## src/lpmc_pkg.sv

```systemverilog
package lpmc_pkg;

   // power modes held by the controller
   typedef enum logic [2:0] {
      LPMC_RUN,
      LPMC_SLEEP,
      LPMC_STOP0,
      LPMC_STOP1,
      LPMC_STOP2,
      LPMC_STANDBY,
      LPMC_SHUTDOWN
   } lpmc_mode_t;

   // target mode codes written by software
   localparam logic [2:0] TGT_SLEEP    = 3'h0;
   localparam logic [2:0] TGT_STOP0    = 3'h1;
   localparam logic [2:0] TGT_STOP1    = 3'h2;
   localparam logic [2:0] TGT_STOP2    = 3'h3;
   localparam logic [2:0] TGT_STANDBY  = 3'h4;
   localparam logic [2:0] TGT_SHUTDOWN = 3'h5;

   // register byte offsets
   localparam logic [7:0] OFS_CTRL     = 8'h00;
   localparam logic [7:0] OFS_WAKECFG  = 8'h04;
   localparam logic [7:0] OFS_IOPULL   = 8'h08;
   localparam logic [7:0] OFS_STATUS   = 8'h0c;
   localparam logic [7:0] OFS_FLAGS    = 8'h10;

   // control register fields
   localparam int CTRL_TGT_LO    = 0;
   localparam int CTRL_TGT_HI    = 2;
   localparam int CTRL_ENTER     = 3;
   localparam int CTRL_STOP_HSI  = 4;
   localparam int CTRL_RETAIN    = 5;
   localparam int CTRL_RTC_KEEP  = 6;
   localparam int CTRL_LSE_KEEP  = 7;
   localparam int CTRL_LSI_KEEP  = 8;
   localparam int CTRL_PLL_ON    = 9;
   localparam int CTRL_W         = 10;

   // wake config: enables low, polarity from this bit upward
   localparam int WCFG_POL_LO    = 8;
   localparam int IOPULL_DN_LO   = 16;

   // wake flag bits, write one to clear
   localparam int FLG_RESET_PIN  = 0;
   localparam int FLG_WATCHDOG   = 1;
   localparam int FLG_WAKE_PIN   = 2;
   localparam int FLG_RTC        = 3;
   localparam int FLG_LSE_FAIL   = 4;
   localparam int FLG_FROM_STBY  = 5;
   localparam int FLG_FROM_SHDN  = 6;
   localparam int FLG_FROM_STOP  = 7;
   localparam int FLG_W          = 8;

   // status register fields
   localparam int STAT_HSI_GRANT = 3;

   // system clock choice and oscillator range codes
   localparam logic       SYSCLK_MSI   = 1'b0;
   localparam logic       SYSCLK_HSI   = 1'b1;
   localparam logic [1:0] MSI_4MHZ     = 2'h0;
   localparam logic [1:0] MSI_8MHZ     = 2'h1;
   localparam logic [1:0] MSI_48MHZ    = 2'h2;

endpackage : lpmc_pkg

```

## src/lpmc_ctrl.sv

```systemverilog
// Contract
// stop: core clocks, PLL, fast oscillators off
// stop keeps all SRAM and registers
// stop grants peripheral fast RC requests
// stop0 keeps main regulator on
// stop2 puts core in low leakage
// stop exit clock: multispeed or fast RC
// standby: regulator and fast oscillators off
// brownout monitor stays on in standby
// standby I/O pulls follow software choice
// standby loses main SRAM and registers
// retention keeps retained SRAM in standby
// standby wake sources incl watchdog, CLOCK_SECURITY_CHECK
// standby wake clock multispeed 8 MHz
// shutdown: regulator and all RC oscillators off
// shutdown has no brownout or monitoring
// shutdown loses both SRAMs and registers
// shutdown wakes on pin, wake pin, RTC
// shutdown wake clock multispeed 4 MHz
// RTC kept or stopped per software
// slow crystal optional in every mode
// slow internal RC never in shutdown
// reset starts in run mode
// sleep stops only the CPU
// software sets target before entry request; code takes the target from the write that carries the entry bit
module lpmc_ctrl
   import lpmc_pkg::*;
#(
   parameter int N_WAKE = 2,
   parameter int N_IO   = 8
)(
   // clock and reset
   input  wire logic              clk,
   input  wire logic              rst,
   // apb slave
   input  wire logic              psel,
   input  wire logic              penable,
   input  wire logic              pwrite,
   input  wire logic [7:0]        paddr,
   input  wire logic [31:0]       pwdata,
   output logic      [31:0]       prdata,
   output logic                   pready,
   output logic                   pslverr,
   // wake and event sources
   input  wire logic              periph_event,
   input  wire logic              stop_wake_event,
   input  wire logic              periph_hsi_req,
   input  wire logic              external_reset_pin_n,
   input  wire logic              watchdog_reset,
   input  wire logic [N_WAKE-1:0] wake_pin,
   input  wire logic              rtc_alarm,
   input  wire logic              rtc_periodic,
   input  wire logic              rtc_timestamp,
   input  wire logic              rtc_tamper,
   input  wire logic              lse_fail,
   // oscillator enables
   output logic                   pll_en,
   output logic                   multispeed_rc_osc_en,
   output logic [1:0]             multispeed_rc_osc_range,
   output logic                   fast_internal_rc_en,
   output logic                   slow_internal_rc_en,
   output logic                   slow_crystal_en,
   output logic                   sysclk_sel,
   // clocks, supplies and domains
   output logic                   cpu_clk_en,
   output logic                   core_clk_en,
   output logic                   main_reg_en,
   output logic                   lp_reg_en,
   output logic                   core_power_en,
   output logic                   core_low_leak,
   output logic                   main_sram_pwr,
   output logic                   retained_sram_pwr,
   output logic                   core_state_reset,
   // monitors and rtc
   output logic                   brownout_reset_monitor_en,
   output logic                   supply_monitor_en,
   output logic                   rtc_en,
   output logic                   lse_check_en,
   // standby i/o control
   output logic                   io_hold,
   output logic [N_IO-1:0]        io_pull_up,
   output logic [N_IO-1:0]        io_pull_down
);

   typedef struct packed {
      lpmc_mode_t        mode;
      logic [CTRL_W-1:0] ctrl;
      logic [N_WAKE-1:0] wake_en;
      logic [N_WAKE-1:0] wake_pol;
      logic [N_WAKE-1:0] wake_prev;
      logic [N_IO-1:0]   pu;
      logic [N_IO-1:0]   pd;
      logic [FLG_W-1:0]  flags;
      logic [31:0]       rdata;
      logic              slverr;
      logic              pll;
      logic              multispeed_rc_osc;
      logic [1:0]        msi_rng;
      logic              hsi;
      logic              slow_internal_rc;
      logic              lse;
      logic              sclk;
      logic              cpu_clk;
      logic              core_clk;
      logic              main_reg;
      logic              lp_reg;
      logic              core_pwr;
      logic              low_leak;
      logic              main_sram;
      logic              retained_sram;
      logic              core_rst;
      logic              bor;
      logic              pvd;
      logic              rtc;
      logic              clock_security_check;
      logic              hold;
   } lpmc_state_t;

   lpmc_state_t s;
   lpmc_state_t next_s;

   logic              access;
   logic              wr;
   logic [N_WAKE-1:0] edge_hit;
   logic              stop_mode;
   logic              off_mode;
   logic              rtc_any;
   logic              ev_pin;

   always_comb
   begin
      next_s    = s;
      access    = psel && penable;
      wr        = access && pwrite;
      rtc_any   = rtc_alarm || rtc_periodic || rtc_timestamp || rtc_tamper;
      ev_pin    = !external_reset_pin_n;
      // polarity bit set selects the falling edge, chosen per pin
      edge_hit  = s.wake_en & ((s.wake_pol & s.wake_prev & ~wake_pin) |
                               (~s.wake_pol & ~s.wake_prev & wake_pin));
      stop_mode = (s.mode == LPMC_STOP0) || (s.mode == LPMC_STOP1) ||
                  (s.mode == LPMC_STOP2);
      off_mode  = (s.mode == LPMC_STANDBY) || (s.mode == LPMC_SHUTDOWN);
      next_s.wake_prev = wake_pin;
      next_s.slverr    = 1'b0;
      next_s.rdata     = '0;

      // register writes; the entry bit is a one-shot, never stored
      if (wr)
      begin
         if (paddr == OFS_CTRL)
         begin
            next_s.ctrl = pwdata[CTRL_W-1:0];
            next_s.ctrl[CTRL_ENTER] = 1'b0;
         end
         else if (paddr == OFS_WAKECFG)
         begin
            next_s.wake_en  = pwdata[N_WAKE-1:0];
            next_s.wake_pol = pwdata[WCFG_POL_LO +: N_WAKE];
         end
         else if (paddr == OFS_IOPULL)
         begin
            next_s.pu = pwdata[N_IO-1:0];
            next_s.pd = pwdata[IOPULL_DN_LO +: N_IO];
         end
         else if (paddr == OFS_FLAGS)
         begin
            next_s.flags = s.flags & ~pwdata[FLG_W-1:0];
         end
         else if (paddr != OFS_STATUS)
         begin
            next_s.slverr = 1'b1;
         end
      end
      else if (access)
      begin
         if (paddr == OFS_CTRL)
         begin
            next_s.rdata[CTRL_W-1:0] = s.ctrl;
         end
         else if (paddr == OFS_WAKECFG)
         begin
            next_s.rdata[N_WAKE-1:0]             = s.wake_en;
            next_s.rdata[WCFG_POL_LO +: N_WAKE]  = s.wake_pol;
         end
         else if (paddr == OFS_IOPULL)
         begin
            next_s.rdata[N_IO-1:0]               = s.pu;
            next_s.rdata[IOPULL_DN_LO +: N_IO]   = s.pd;
         end
         else if (paddr == OFS_STATUS)
         begin
            next_s.rdata[2:0]            = s.mode;
            next_s.rdata[STAT_HSI_GRANT] = s.hsi;
         end
         else if (paddr == OFS_FLAGS)
         begin
            next_s.rdata[FLG_W-1:0] = s.flags;
         end
         else
         begin
            next_s.slverr = 1'b1;
         end
      end

      next_s.core_rst = 1'b0;
      // mode sequencing; wake flags are set after the clear so set wins
      case (s.mode)
         LPMC_RUN:
         begin
            if (wr && paddr == OFS_CTRL && pwdata[CTRL_ENTER])
            begin
               // target taken only from the value written with the entry bit, not the stored one
               case (pwdata[CTRL_TGT_HI:CTRL_TGT_LO])
                  TGT_SLEEP:    next_s.mode = LPMC_SLEEP;
                  TGT_STOP0:    next_s.mode = LPMC_STOP0;
                  TGT_STOP1:    next_s.mode = LPMC_STOP1;
                  TGT_STOP2:    next_s.mode = LPMC_STOP2;
                  TGT_STANDBY:  next_s.mode = LPMC_STANDBY;
                  TGT_SHUTDOWN: next_s.mode = LPMC_SHUTDOWN;
                  default:      next_s.mode = LPMC_RUN;
               endcase
            end
         end
         LPMC_SLEEP:
         begin
            if (periph_event)
            begin
               next_s.mode = LPMC_RUN;
            end
         end
         LPMC_STOP0, LPMC_STOP1, LPMC_STOP2:
         begin
            if (stop_wake_event || ev_pin)
            begin
               // registers and sram untouched across stop
               next_s.mode = LPMC_RUN;
               next_s.flags[FLG_FROM_STOP] = 1'b1;
               next_s.sclk = s.ctrl[CTRL_STOP_HSI] ? SYSCLK_HSI : SYSCLK_MSI;
               next_s.msi_rng = MSI_48MHZ;
            end
         end
         LPMC_STANDBY:
         begin
            if (ev_pin || watchdog_reset || (|edge_hit) || rtc_any ||
                (lse_fail && s.ctrl[CTRL_LSE_KEEP]))
            begin
               next_s.mode     = LPMC_RUN;
               next_s.core_rst = 1'b1;
               // only backup-domain and standby-circuit settings survive
               next_s.ctrl = s.ctrl & ((CTRL_W'(1) << CTRL_RETAIN) |
                                       (CTRL_W'(1) << CTRL_RTC_KEEP) |
                                       (CTRL_W'(1) << CTRL_LSE_KEEP) |
                                       (CTRL_W'(1) << CTRL_LSI_KEEP));
               next_s.sclk    = SYSCLK_MSI;
               next_s.msi_rng = MSI_8MHZ;
               next_s.flags[FLG_FROM_STBY] = 1'b1;
               next_s.flags[FLG_RESET_PIN] = s.flags[FLG_RESET_PIN] | ev_pin;
               next_s.flags[FLG_WATCHDOG]  = s.flags[FLG_WATCHDOG] | watchdog_reset;
               next_s.flags[FLG_WAKE_PIN]  = s.flags[FLG_WAKE_PIN] | (|edge_hit);
               next_s.flags[FLG_RTC]       = s.flags[FLG_RTC] | rtc_any;
               next_s.flags[FLG_LSE_FAIL]  = s.flags[FLG_LSE_FAIL] | lse_fail;
            end
         end
         LPMC_SHUTDOWN:
         begin
            // watchdog and slow crystal failure cannot wake from here
            if (ev_pin || (|edge_hit) || rtc_any)
            begin
               next_s.mode     = LPMC_RUN;
               next_s.core_rst = 1'b1;
               // i/o pulls and retention are lost too
               next_s.ctrl = s.ctrl & ((CTRL_W'(1) << CTRL_RTC_KEEP) |
                                       (CTRL_W'(1) << CTRL_LSE_KEEP));
               next_s.pu      = '0;
               next_s.pd      = '0;
               next_s.sclk    = SYSCLK_MSI;
               next_s.msi_rng = MSI_4MHZ;
               next_s.flags[FLG_FROM_SHDN] = 1'b1;
               next_s.flags[FLG_RESET_PIN] = s.flags[FLG_RESET_PIN] | ev_pin;
               next_s.flags[FLG_WAKE_PIN]  = s.flags[FLG_WAKE_PIN] | (|edge_hit);
               next_s.flags[FLG_RTC]       = s.flags[FLG_RTC] | rtc_any;
            end
         end
         default:
         begin
            next_s.mode = LPMC_RUN;
         end
      endcase

      // output decode from the mode being entered, so outputs are registered
      next_s.cpu_clk  = (next_s.mode == LPMC_RUN);
      next_s.core_clk = (next_s.mode == LPMC_RUN) || (next_s.mode == LPMC_SLEEP);
      next_s.pll      = next_s.core_clk && next_s.ctrl[CTRL_PLL_ON];
      next_s.multispeed_rc_osc      = next_s.core_clk;
      // hsi in stop only on peripheral demand; mode is not left
      next_s.hsi      = (next_s.core_clk && next_s.sclk == SYSCLK_HSI) ||
                        ((next_s.mode == LPMC_STOP0 || next_s.mode == LPMC_STOP1 ||
                          next_s.mode == LPMC_STOP2) && periph_hsi_req);
      next_s.slow_internal_rc      = next_s.ctrl[CTRL_LSI_KEEP] && (next_s.mode != LPMC_SHUTDOWN);
      next_s.lse      = next_s.ctrl[CTRL_LSE_KEEP];
      next_s.main_reg = next_s.core_clk || (next_s.mode == LPMC_STOP0);
      next_s.lp_reg   = (next_s.mode == LPMC_STOP1) || (next_s.mode == LPMC_STOP2) ||
                        (next_s.mode == LPMC_STANDBY && next_s.ctrl[CTRL_RETAIN]);
      next_s.core_pwr = (next_s.mode != LPMC_STANDBY) && (next_s.mode != LPMC_SHUTDOWN);
      next_s.low_leak = (next_s.mode == LPMC_STOP2);
      next_s.main_sram    = next_s.core_pwr;
      next_s.retained_sram    = next_s.core_pwr ||
                        (next_s.mode == LPMC_STANDBY && next_s.ctrl[CTRL_RETAIN]);
      next_s.bor      = (next_s.mode != LPMC_SHUTDOWN);
      next_s.pvd      = next_s.core_pwr;
      next_s.rtc      = next_s.core_pwr || next_s.ctrl[CTRL_RTC_KEEP];
      next_s.clock_security_check      = next_s.lse && (next_s.mode != LPMC_SHUTDOWN);
      next_s.hold     = !next_s.core_pwr;

      if (rst)
      begin
         next_s          = '0;
         next_s.mode     = LPMC_RUN;
         next_s.multispeed_rc_osc      = 1'b1;
         next_s.msi_rng  = MSI_4MHZ;
         next_s.sclk     = SYSCLK_MSI;
         next_s.cpu_clk  = 1'b1;
         next_s.core_clk = 1'b1;
         next_s.main_reg = 1'b1;
         next_s.core_pwr = 1'b1;
         next_s.main_sram    = 1'b1;
         next_s.retained_sram    = 1'b1;
         next_s.bor      = 1'b1;
         next_s.pvd      = 1'b1;
         next_s.rtc      = 1'b1;
      end
   end

   always_ff @(posedge clk)
   begin
      s <= next_s;
   end

   // zero wait state slave; read data and error are valid at the access edge
   assign pready                    = 1'b1;
   assign prdata                    = access && !wr ? next_s.rdata : '0;
   assign pslverr                   = access && next_s.slverr;
   assign pll_en                    = s.pll;
   assign multispeed_rc_osc_en      = s.multispeed_rc_osc;
   assign multispeed_rc_osc_range   = s.msi_rng;
   assign fast_internal_rc_en       = s.hsi;
   assign slow_internal_rc_en       = s.slow_internal_rc;
   assign slow_crystal_en           = s.lse;
   assign sysclk_sel                = s.sclk;
   assign cpu_clk_en                = s.cpu_clk;
   assign core_clk_en               = s.core_clk;
   assign main_reg_en               = s.main_reg;
   assign lp_reg_en                 = s.lp_reg;
   assign core_power_en             = s.core_pwr;
   assign core_low_leak             = s.low_leak;
   assign main_sram_pwr             = s.main_sram;
   assign retained_sram_pwr         = s.retained_sram;
   assign core_state_reset          = s.core_rst;
   assign brownout_reset_monitor_en = s.bor;
   assign supply_monitor_en         = s.pvd;
   assign rtc_en                    = s.rtc;
   assign lse_check_en              = s.clock_security_check;
   assign io_hold                   = s.hold;
   assign io_pull_up                = s.hold ? s.pu : '0;
   assign io_pull_down              = s.hold ? s.pd : '0;

endmodule : lpmc_ctrl

```

## config.mk

```make
export PLATFORM = sky130hd
export DESIGN_NAME = lpmc_ctrl
export DESIGN_NICKNAME = d
export VERILOG_FILES = /design/src/lpmc_pkg.sv /design/src/lpmc_ctrl.sv
export SDC_FILE = /design/constraint.sdc
export NUM_CORES = 1
export LEC_CHECK = 0
export BUFFER_PORTS_ARGS = -buffer_cell sky130_fd_sc_hd__buf_2
export CAP_MARGIN = 20
export CORE_MARGIN = 1.5
export CORE_UTILIZATION = 44
export DETAILED_ROUTE_END_ITERATION = 7
export GPL_ROUTABILITY_DRIVEN = 0
export PLACE_DENSITY = 0.84
export SYNTH_ARGS = -nofsm -noshare
export SYNTH_HDL_FRONTEND = slang
export SYNTH_SLANG_ARGS = --single-unit
export TNS_END_PERCENT = 30
```

## constraint.sdc

```tcl
create_clock -name clk -period 1.7 [get_ports clk]
set_input_delay 0.17 -clock clk [delete_from_list [all_inputs] [get_ports clk]]
set_output_delay 0.17 -clock clk [all_outputs]
set_load 0.01 [all_outputs]
```

==> results by group, run 1 <==
Power and ir drop
  • Pwr dens: 674 nW/um^2
  • Max rail drop VDD: 581 uV
  • Pwr Total: 3070 uW
  • Leak: 0.00197 uW

Placement
  • Detailed Place HPWL: 7080 um
  • I/O Buffers: 99
  • Pre-CTS WS: -290 ps
  • DP Area: 4040 um^2

Timing
  • Max Fclk: 0.557 GHz
  • Tmin final: 1800 ps
  • Max-slew violation count: 0
  • Fin crit share: 106%
  • RSZ-0062 raised after global routing: true
  • Final setup margin: -96.0 ps
  • Setup violations, final: 26
  • Final hold slack: 53.1 ps
  • Layout Skew: 7.78 ps
  • Setup TNS: -1660 ps
  • Fin. Hold Viols: 0

Critical path
  • Crit-path slowest cell: dfxtp_2
  • Max FO, Critical Path: 5
  • Worst EP arrival: 2020 ps
  • CP top delay family: simple AND/OR/NAND/NOR gates
  • Worst-path cell chain: nand4bb_1 -> nand2_2 -> nor3_4 -> buf_12 -> o22ai_4 -> nor2_4 -> mux2i_1 -> nor2_1
  • CP Launch Type: register
  • Crit path capture type: register
  • Worst Path Buf+Inv: 1
  • CP peak stage delay: 340 ps
  • CP Data Required Time: 1930 ps
  • WS Path Type: reg -> reg

Synthesis
  • Async SR Flop Fraction: 0%
  • Post-synth top area cell: dfxtp_1
  • Synth Flop Type: dfxtp_1
  • Share of the synthesized area in the top cell type: 38.3%
  • #FFs+latches synth: 61
  • Yosys cell types: 59
  • Syn Inst Count: 383
  • Yosys Warn Count: 0
  • Number of synthesized flops with an enable pin: 0
  • Post-Syn Area: 3190 um^2
  • Seq/Total Area, Yosys: 38.3%
  • Syn avg cell area: 8.33 um^2
  • Synth area leaders: dfxtp_1 38%, nand2_1 7.9%, buf_4 4.7%, and2_1 4.3%, a21oi_1 4.2%

CTS
  • Clock slew at reported path FFs: 70 ps
  • CTS tree: built
  • Clk_lat worst skew: 350 ps
  • Num CTS Buffers: 9
  • H-tree depth: 3
  • Clock Path Buffers: 2
  • CTS root buf: clkbuf_8
  • Clk sinks: 61

Layout
  • Final nets: 582
  • ANT cells: 0
  • Share of cells above drive strength 1: 46.5%
  • Area grow syn2layout: 42.5%
  • Post-route cell area: 4550 um^2

GRT
  • Pin count of the biggest net entering global routing: 28
  • Number of global-route vias before repair: 3110
  • First-pass GRT wire length: 14800 um
  • Antenna violations before repair: 0
  • Overall routing resource usage: 25.1%
  • GRT overflow: 0

Die
  • Die width: 88.2 um
  • Top-Level Pins: 129
  • Initial Util: 46.2%
  • Die area: 7770 um^2
  • Core box area: 6910 um^2
  • Rows: 30
  • DIE HEIGHT: 88.2 um

Worst hold path
  • Worst Hold Class: in -> reg

Drt
  • Drt first-iter violations: 216
  • Vias post-DR: 3281
  • Drt pass-1 iters: 5
  • Wire per inst: 15.7 um
  • Remaining DRCs: 0
  • Vias per inst: 5.25
  • ANT nets after route: 0
  • Final wirelength: 9800 um

Run
  • Number of max-cap violations: 0

Run status
  • Failing checks: setup timing
  • Status: complete, but fails checks
-- placed cells by master (no fill, tap or decap), types with 4 or more instances in the layout --
cell / n
buf_2: 94
nand2_1: 63
dfxtp_1: 55
buf_4: 52
nor2_1: 30
a21oi_1: 26
and2_1: 22
conb_1: 15
a21oi_2: 11
clkbuf_8: 10
o21ai_1: 9
buf_6: 9
and3_1: 8
mux2i_1: 7
nand3_1: 6
nand2_2: 5
nor2_4: 5
a22oi_1: 5
o21ai_0: 5
a222oi_1: 4
nor2b_1: 4
dfxtp_2: 4
-- synthesized netlist by cell type, types with 3 or more instances --
cell type and n:
nand3_1 7, mux2i_1 8, nor2b_1 7, a22oi_1 5
nand2b_1 4, inv_1 4, buf_4 20, nor2_1 34
o21ai_0 13, nand2_1 67, a21oi_1 27, clkbuf_1 9
a21oi_2 11, nand4b_1 3, and3_1 12, buf_2 8
o21ai_1 3, and2_1 22, a222oi_1 4, nor3_1 4
nand3b_1 3, dfxtp_1 61, nor4_4 3
-- state kept, by name (all words and copies together), names as in the netlist --
name / flops
fast_internal_rc_en: 1
s: 43
io_hold: 1
main_reg_en: 1
core_clk_en: 1
sysclk_sel: 1
brownout_reset_monitor_en: 1
multispeed_rc_osc_range: 2
supply_monitor_en: 1
core_state_reset: 1
cpu_clk_en: 1
retained_sram_pwr: 1
slow_internal_rc_en: 1
lp_reg_en: 1
lse_check_en: 1
pll_en: 1
core_low_leak: 1
rtc_en: 1
-- path summary, 6_finish.rpt --
path	startpoint	endpoint	slack, ps	cells past startpoint
hold reg to reg	s[88]$_SDFF_PP0_	s[88]$_SDFF_PP0_	440	2
hold / removal	pwdata[18]	s[65]$_SDFF_PP0_	50	3
setup / recovery	s[81]$_SDFFE_PP0P_	s[91]$_SDFF_PP0_	-100	8
setup reg to reg	s[81]$_SDFFE_PP0P_	s[91]$_SDFF_PP0_	-100	8
-- report_power, final --
group / total (uW) / internal, uW / switching, uW
clock network: 1420 / 849 / 570
logic: 218 / 88.4 / 129
registers: 1430 / 1430 / 1.56
-- worst reg2reg max path, delay by kind of cell, from the launching register on --
family                 cells  cell delay [ps]
and+or+nand+nor            5              770
DFF                        1              340
muxes                      1              310
buffers and inverters      1              150
AOI/OAI and AO/OA          1              100
-- final cells by class --
| type | count | area [um^2] |
|---|---|---|
| multi-input cells | 291 | 1950 |
| clock inverters | 5 | 75.1 |
| fillers | 549 | 2360 |
| well taps | 96 | 120 |
| repair buffers | 158 | 1020 |
| flip-flops and latches | 61 | 1230 |
| clock buffers | 10 | 138 |
| inverters | 4 | 15.0 |
-- kinds of logic (layout without fill, tap and decap cells) --
family | after synthesis | after routing | share of synthesized area, %
buffers and inverters | 44 | 177 | 8.43
other | 2 | 15 | 0.235
AOI/OAI and AO/OA | 80 | 80 | 17.5
DFF | 61 | 61 | 38.3
xor gates and xnor gates | 1 | 1 | 0.274
muxes | 8 | 8 | 2.51
and+or+nand+nor | 187 | 187 | 32.8
-- metrics by stage --
stage	utilization, %	cells
2_1_floorplan	-	396
3_3_place_gp	58.5	605
3_5_place_dp	58.5	605
4_1_cts	63.1	621
5_1_grt	65.8	625
6_report	65.8	625
-- what timing repair did --
item | in CTS | in global routing
gates resized for setup | 27 | 38
setup buffers | 1 | 4
pin swaps | 15 | 17
endpoints found under the setup margin | 40 | 46
cloned | 0 | 0
hold buffers | 0 | 0
hold endpoints to repair | 0 | 0
-- routing by layer --
layer	GRT usage, %	vias to the layer above	routed length, um
li1	-	1569	-
met1	29.6	1528	3990
met2	43.5	158	4860
met3	6.79	26	685
met4	9.23	0	266
met5	0	-	0
(Power assumes the default switching activity.)
==> inputs of run 2 (changes only) <==
--- a/config.mk
+++ b/config.mk
@@ -7,11 +7,13 @@
 export LEC_CHECK = 0
 export BUFFER_PORTS_ARGS = -buffer_cell sky130_fd_sc_hd__buf_2
 export CAP_MARGIN = 20
+export CELL_PAD_IN_SITES_DETAIL_PLACEMENT = 0
+export CELL_PAD_IN_SITES_GLOBAL_PLACEMENT = 1
 export CORE_MARGIN = 1.5
-export CORE_UTILIZATION = 44
+export CORE_UTILIZATION = 31
 export DETAILED_ROUTE_END_ITERATION = 7
 export GPL_ROUTABILITY_DRIVEN = 0
-export PLACE_DENSITY = 0.84
+export PLACE_DENSITY = 0.83
 export SYNTH_ARGS = -nofsm -noshare
 export SYNTH_HDL_FRONTEND = slang
 export SYNTH_SLANG_ARGS = --single-unit
==> results by group, run 2 (synthesis results as in run 1) <==
CTS
  • Clock slew at reported path FFs: 70 ps
  • CTS root buf: clkbuf_8
  • Clk sinks: 61
  • Num CTS Buffers: 9
  • # hold bufs at CTS: 0
  • H-tree depth: 3
  • Clock Path Buffers: 2
  • CTS tree: built
  • Clk_lat worst skew: 350 ps

Timing
  • Fin. Hold Viols: 0
  • Setup TNS: -1960 ps
  • Tmin final: 1840 ps
  • Setup violations, final: 25
  • Max Fclk: 0.543 GHz
  • Fin crit share: 108%
  • Layout Skew: 6.83 ps
  • RSZ-0062 raised after global routing: true
  • Final setup margin: -141 ps
  • Max-slew violation count: 0
  • Final hold slack: 54.5 ps

Critical path
  • Setup crit end: prdata[23]
  • Critical Path Start: paddr[6]
  • Worst R2R Setup Slack: -50 ps
  • WS Path Type: in -> out
  • CP top delay family: simple AND/OR/NAND/NOR gates
  • Critical path depth: 9
  • Worst Path Buf+Inv: 4
  • Worst EP arrival: 1670 ps
  • Worst-path cell chain: buf_8 -> nor4_4 -> nor3b_4 -> nand2_2 -> buf_6 -> nor2_4 -> buf_6 -> and3_4 -> buf_6
  • CP Data Required Time: 1530 ps
  • Worst r2r path cells: 8
  • CP peak stage delay: 280 ps
  • Reg2Reg Capture Point: retained_sram_pwr$_SDFF_PP1_
  • CP Launch Type: input port
  • R2r startpoint: s[83]$_SDFFE_PP0P_
  • Max FO, Critical Path: 8
  • Top cell by count, worst path: buf_6
  • Crit-path slowest cell: nor4_4
  • Crit path capture type: output port

Drt
  • Vias per inst: 4.75
  • Routed wl met3: 581 um
  • Remaining DRCs: 0
  • Final wirelength: 10100 um
  • Wire per inst: 15.0 um
  • Vias post-DR: 3190
  • Uppermost layer routed: met4
  • Met1 wire length: 4340 um
  • Routed wl met2: 5020 um
  • Drt pass-1 iters: 5
  • ANT nets after route: 0
  • Drt first-iter violations: 126

Run status
  • Status: complete, but fails checks
  • Failing checks: setup timing

Layout
  • Area of the multi-input gates: 1940 um^2
  • Biggest register: s
  • Most common cell after layout, fill and taps aside: buf_2
  • FF/Latch Area: 1230 um^2
  • Share of cells above drive strength 1: 46.6%
  • Area grow syn2layout: 45.5%
  • Max reg flops: 43
  • ANT cells: 0
  • Commonest non-fill, non-tap cells in the layout: 94 x buf_2, 64 x nand2_1, 62 x buf_4
  • Final nets: 591
  • Fill cell count: 950

Power and ir drop
  • Sequential share of power: 46.7%
  • Sw Ratio: 23.6%
  • Pwr Total: 3060 uW
  • Max rail drop VDD: 367 uV
  • Clock network power share: 46.0%
  • Comb power frac: 7.3%
  • Pwr dens: 659 nW/um^2
  • Leak: 0.00200 uW
  • Internal Power: 2340 uW
  • Sw power: 722 uW

Placement
  • I/O Buffers: 99
  • Pre-CTS WS: -331 ps
  • Detailed Place HPWL: 7540 um

Die
  • Initial Util: 32.4%
  • Die width: 104 um
  • DIE HEIGHT: 104 um
  • Top-Level Pins: 129
  • Core box area: 9860 um^2
  • Rows: 36
  • Die area: 10900 um^2

GRT
  • Pin count of the biggest net entering global routing: 28
  • GRT overflow: 0
  • Number of global-route vias before repair: 3170
  • Overall routing resource usage: 18.6%
  • Antenna violations before repair: 0
  • First-pass GRT wire length: 16000 um

Run
  • Number of max-cap violations: 0

Worst hold path
  • Worst Hold Class: in -> reg
[run 2: tightest hold or removal path: stages]
cell	delay, ps
buf_2	100
nand2_1	50
a21oi_1	50
[run 2: routing by layer]
layer / GRT usage (%) / up-vias
li1: - / 1580
met1: 22.6 / 1489
met2: 31.9 / 105
met3: 4.51 / 16
met4: 6.35 / 0
met5: 0 / -
[run 2: final cells by class]
cell class                 instances  share of cell area, %
inverter                           4                  0.323
sequential                        61                   26.6
multi-input combinational        292                   41.9
tap                              133                   3.58
clock buffer                       9                   2.67
clock inverter                     7                   1.94
timing repair buffer             166                   23.0
[run 2: worst min-delay path by stage]
stage,from,end,slack [ps],depth (start not counted)
final,pwdata[19],s[66]$_SDFF_PP0_,50,3
after global routing,pwdata[3],s[58]$_SDFF_PP0_,50,2
after floorplan,pwdata[3],s[58]$_SDFF_PP0_,270,1
after global placement,wake_pin[1],s[80]$_SDFF_PP0_,410,2
after detailed placement,wake_pin[0],s[79]$_SDFF_PP0_,420,2
after CTS,pwdata[22],s[69]$_SDFF_PP0_,40,3
[run 2: timing repair]
| action | CTS | global route |
|---|---|---|
| endpoints found under the setup margin | 41 | 41 |
| pin swaps | 21 | 19 |
| gates cloned | 0 | 1 |
| buffers inserted | 5 | 4 |
| gates resized for setup | 34 | 21 |
[run 2: power by group through the flow]
stage          Sequential [uW]  Clock, uW  Combinational (uW)
6_report                  1430       1410                 223
5_1_grt                   1430       1490                 240
4_1_cts                   1430       1430                 216
3_5_place_dp              1470          0                 206
3_3_place_gp              1460          0                 203
2_1_floorplan             1460          0                 106
[run 2: through the flow]
stage | instances | cell area [um^2] | util [%]
floorplan | 396 | 3270 | -
CTS | 667 | 4520 | 45.8
finish | 672 | 4640 | 47.1
global route | 672 | 4640 | 47.1
detailed placement | 646 | 4120 | 41.8
global placement | 646 | 4120 | 41.8
==> inputs of run 3 (changes only) <==
==> constraint.sdc (replaced) <==
create_clock -name clk -period 1.6 [get_ports clk]
set_input_delay 0.16 -clock clk [delete_from_list [all_inputs] [get_ports clk]]
set_output_delay 0.16 -clock clk [all_outputs]
set_load 0.01 [all_outputs]
==> results by group, run 3 (synthesis results as in run 1) <==
Drt
  • ANT nets after route: 0
  • Final wirelength: 10100 um
  • Remaining DRCs: 0
  • Drt pass-1 iters: 5
  • Drt first-iter violations: 146
  • Wire per inst: 15.1 um
  • Vias post-DR: 3178
  • Vias per inst: 4.74

CTS
  • CTS tree: built
  • Clock Path Buffers: 2
  • Num CTS Buffers: 9
  • CTS root buf: clkbuf_8
  • Clock slew at reported path FFs: 70 ps
  • Clk_lat worst skew: 340 ps
  • Clk sinks: 61
  • H-tree depth: 3

GRT
  • Overall routing resource usage: 18.8%
  • Pin count of the biggest net entering global routing: 28
  • Number of global-route vias before repair: 3191
  • First-pass GRT wire length: 16100 um
  • Antenna violations before repair: 0
  • GRT overflow: 0

Placement
  • I/O Buffers: 99
  • Detailed Place HPWL: 7530 um
  • Pre-CTS WS: -393 ps
  • Placed Instances: 647
  • DP Area: 4170 um^2

Die
  • Rows: 36
  • Die area: 10900 um^2
  • Die width: 104 um
  • Top-Level Pins: 129
  • Initial Util: 32.4%
  • Core box area: 9860 um^2
  • DIE HEIGHT: 104 um

Critical path
  • Worst-path cell chain: nor2b_4 -> a21oi_1 -> or4_4 -> nand2_4 -> nand2_1 -> mux2i_1 -> a32o_2
  • CP top delay family: simple AND/OR/NAND/NOR gates
  • Crit path capture type: register
  • WS Path Type: reg -> reg
  • Worst Path Buf+Inv: 0
  • Max FO, Critical Path: 4
  • CP Data Required Time: 1880 ps
  • Crit-path slowest cell: or4_4
  • CP Launch Type: register
  • Worst EP arrival: 2080 ps
  • CP peak stage delay: 470 ps

Layout
  • ANT cells: 0
  • Max reg flops: 43
  • Utilization after layout: 47.3%
  • Final nets: 590
  • Fill cell count: 937
  • Biggest register: s
  • Area grow syn2layout: 46.1%
  • Commonest non-fill, non-tap cells in the layout: 96 x buf_2, 64 x nand2_1, 57 x buf_4
  • Share of cells above drive strength 1: 47.2%
  • Post-route cell area: 4660 um^2
  • Most common cell after layout, fill and taps aside: buf_2
  • Non-filler cells in the finished layout: 671

Run status
  • Status: complete, but fails checks
  • Failing checks: setup timing

Timing
  • Final setup margin: -195 ps
  • Fin. Hold Viols: 0
  • Fin crit share: 112%
  • Layout Skew: 7.28 ps
  • Setup violations, final: 38
  • Max Fclk: 0.557 GHz
  • RSZ-0062 raised after global routing: true
  • Tmin final: 1800 ps
  • Max-slew violation count: 0

Run
  • Number of max-cap violations: 0

Power and ir drop
  • Leak: 0.00202 uW
  • Max rail drop VDD: 338 uV
  • Pwr Total: 3050 uW
  • Pwr dens: 654 nW/um^2

Worst hold path
  • Worst Hold Class: in -> reg
## run 3: changes by cell type in the layout (fill, tap and decap cells not counted), sizes merged
cell and delta:
bufinv -2, buf -1, clkinvlp -2, clkbuf +4
## run 3: tightest hold or removal path: stages
cell     delay [ps]
buf_2            90
nand2_1          40
a21oi_1          50
## run 3: worst paths after layout
| kind | startpoint | end | slack [ps] | depth (start not counted) |
|---|---|---|---|---|
| worst max-delay path | s[95]$_SDFF_PP0_ | fast_internal_rc_en$_SDFF_PP0_ | -200 | 7 |
| worst min register to register | s[88]$_SDFF_PP0_ | s[88]$_SDFF_PP0_ | 430 | 2 |
| worst max register to register | s[95]$_SDFF_PP0_ | fast_internal_rc_en$_SDFF_PP0_ | -200 | 7 |
| worst min-delay path | pwdata[20] | s[67]$_SDFF_PP0_ | 50 | 3 |
## run 3: layout make-up
| type | count | area [um^2] | area share (%) |
|---|---|---|---|
| Tap cell | 133 | 166 | 3.57 |
| Timing Repair Buffer | 165 | 1080 | 23.1 |
| Clock buffer | 13 | 169 | 3.62 |
| Sequential cell | 61 | 1240 | 26.5 |
| Multi-Input combinational cell | 292 | 1980 | 42.4 |
| Clock inverter | 3 | 18.8 | 0.403 |
| Inverter | 4 | 15.0 | 0.322 |
## run 3: stage by stage
| stage | hold WS (ps) | TNS, ps |
|---|---|---|
| after global routing | 48.8 | -7970 |
| after global placement | 398 | -11360 |
| final | 48.3 | -3700 |
| after detailed placement | 409 | -13900 |
| after floorplan | 256 | -1080 |
| after CTS | 40.1 | -3000 |
## run 3: layer usage
metal,GRT usage (%),vias to the layer above,part of all wire [%]
met4,6.75,0,2.2
met2,31.2,108,48
li1,-,1577,-
met1,23.7,1478,44
met3,4.20,15,6.0
met5,0,-,0
## run 3: repair_timing
action / CTS / global route
hold buffers: 0 / 0
endpoints found under the setup margin: 46 / 63
buffers inserted: 7 / 2
gates cloned: 1 / 0
pin swaps: 20 / 8
gates resized for setup: 36 / 22
## run 3: power by group
part | total [uW] | internal, uW | switching [uW]
sequential | 1520 | 1520 | 1.57
combinational | 248 | 106 | 142
clock | 1280 | 687 | 593
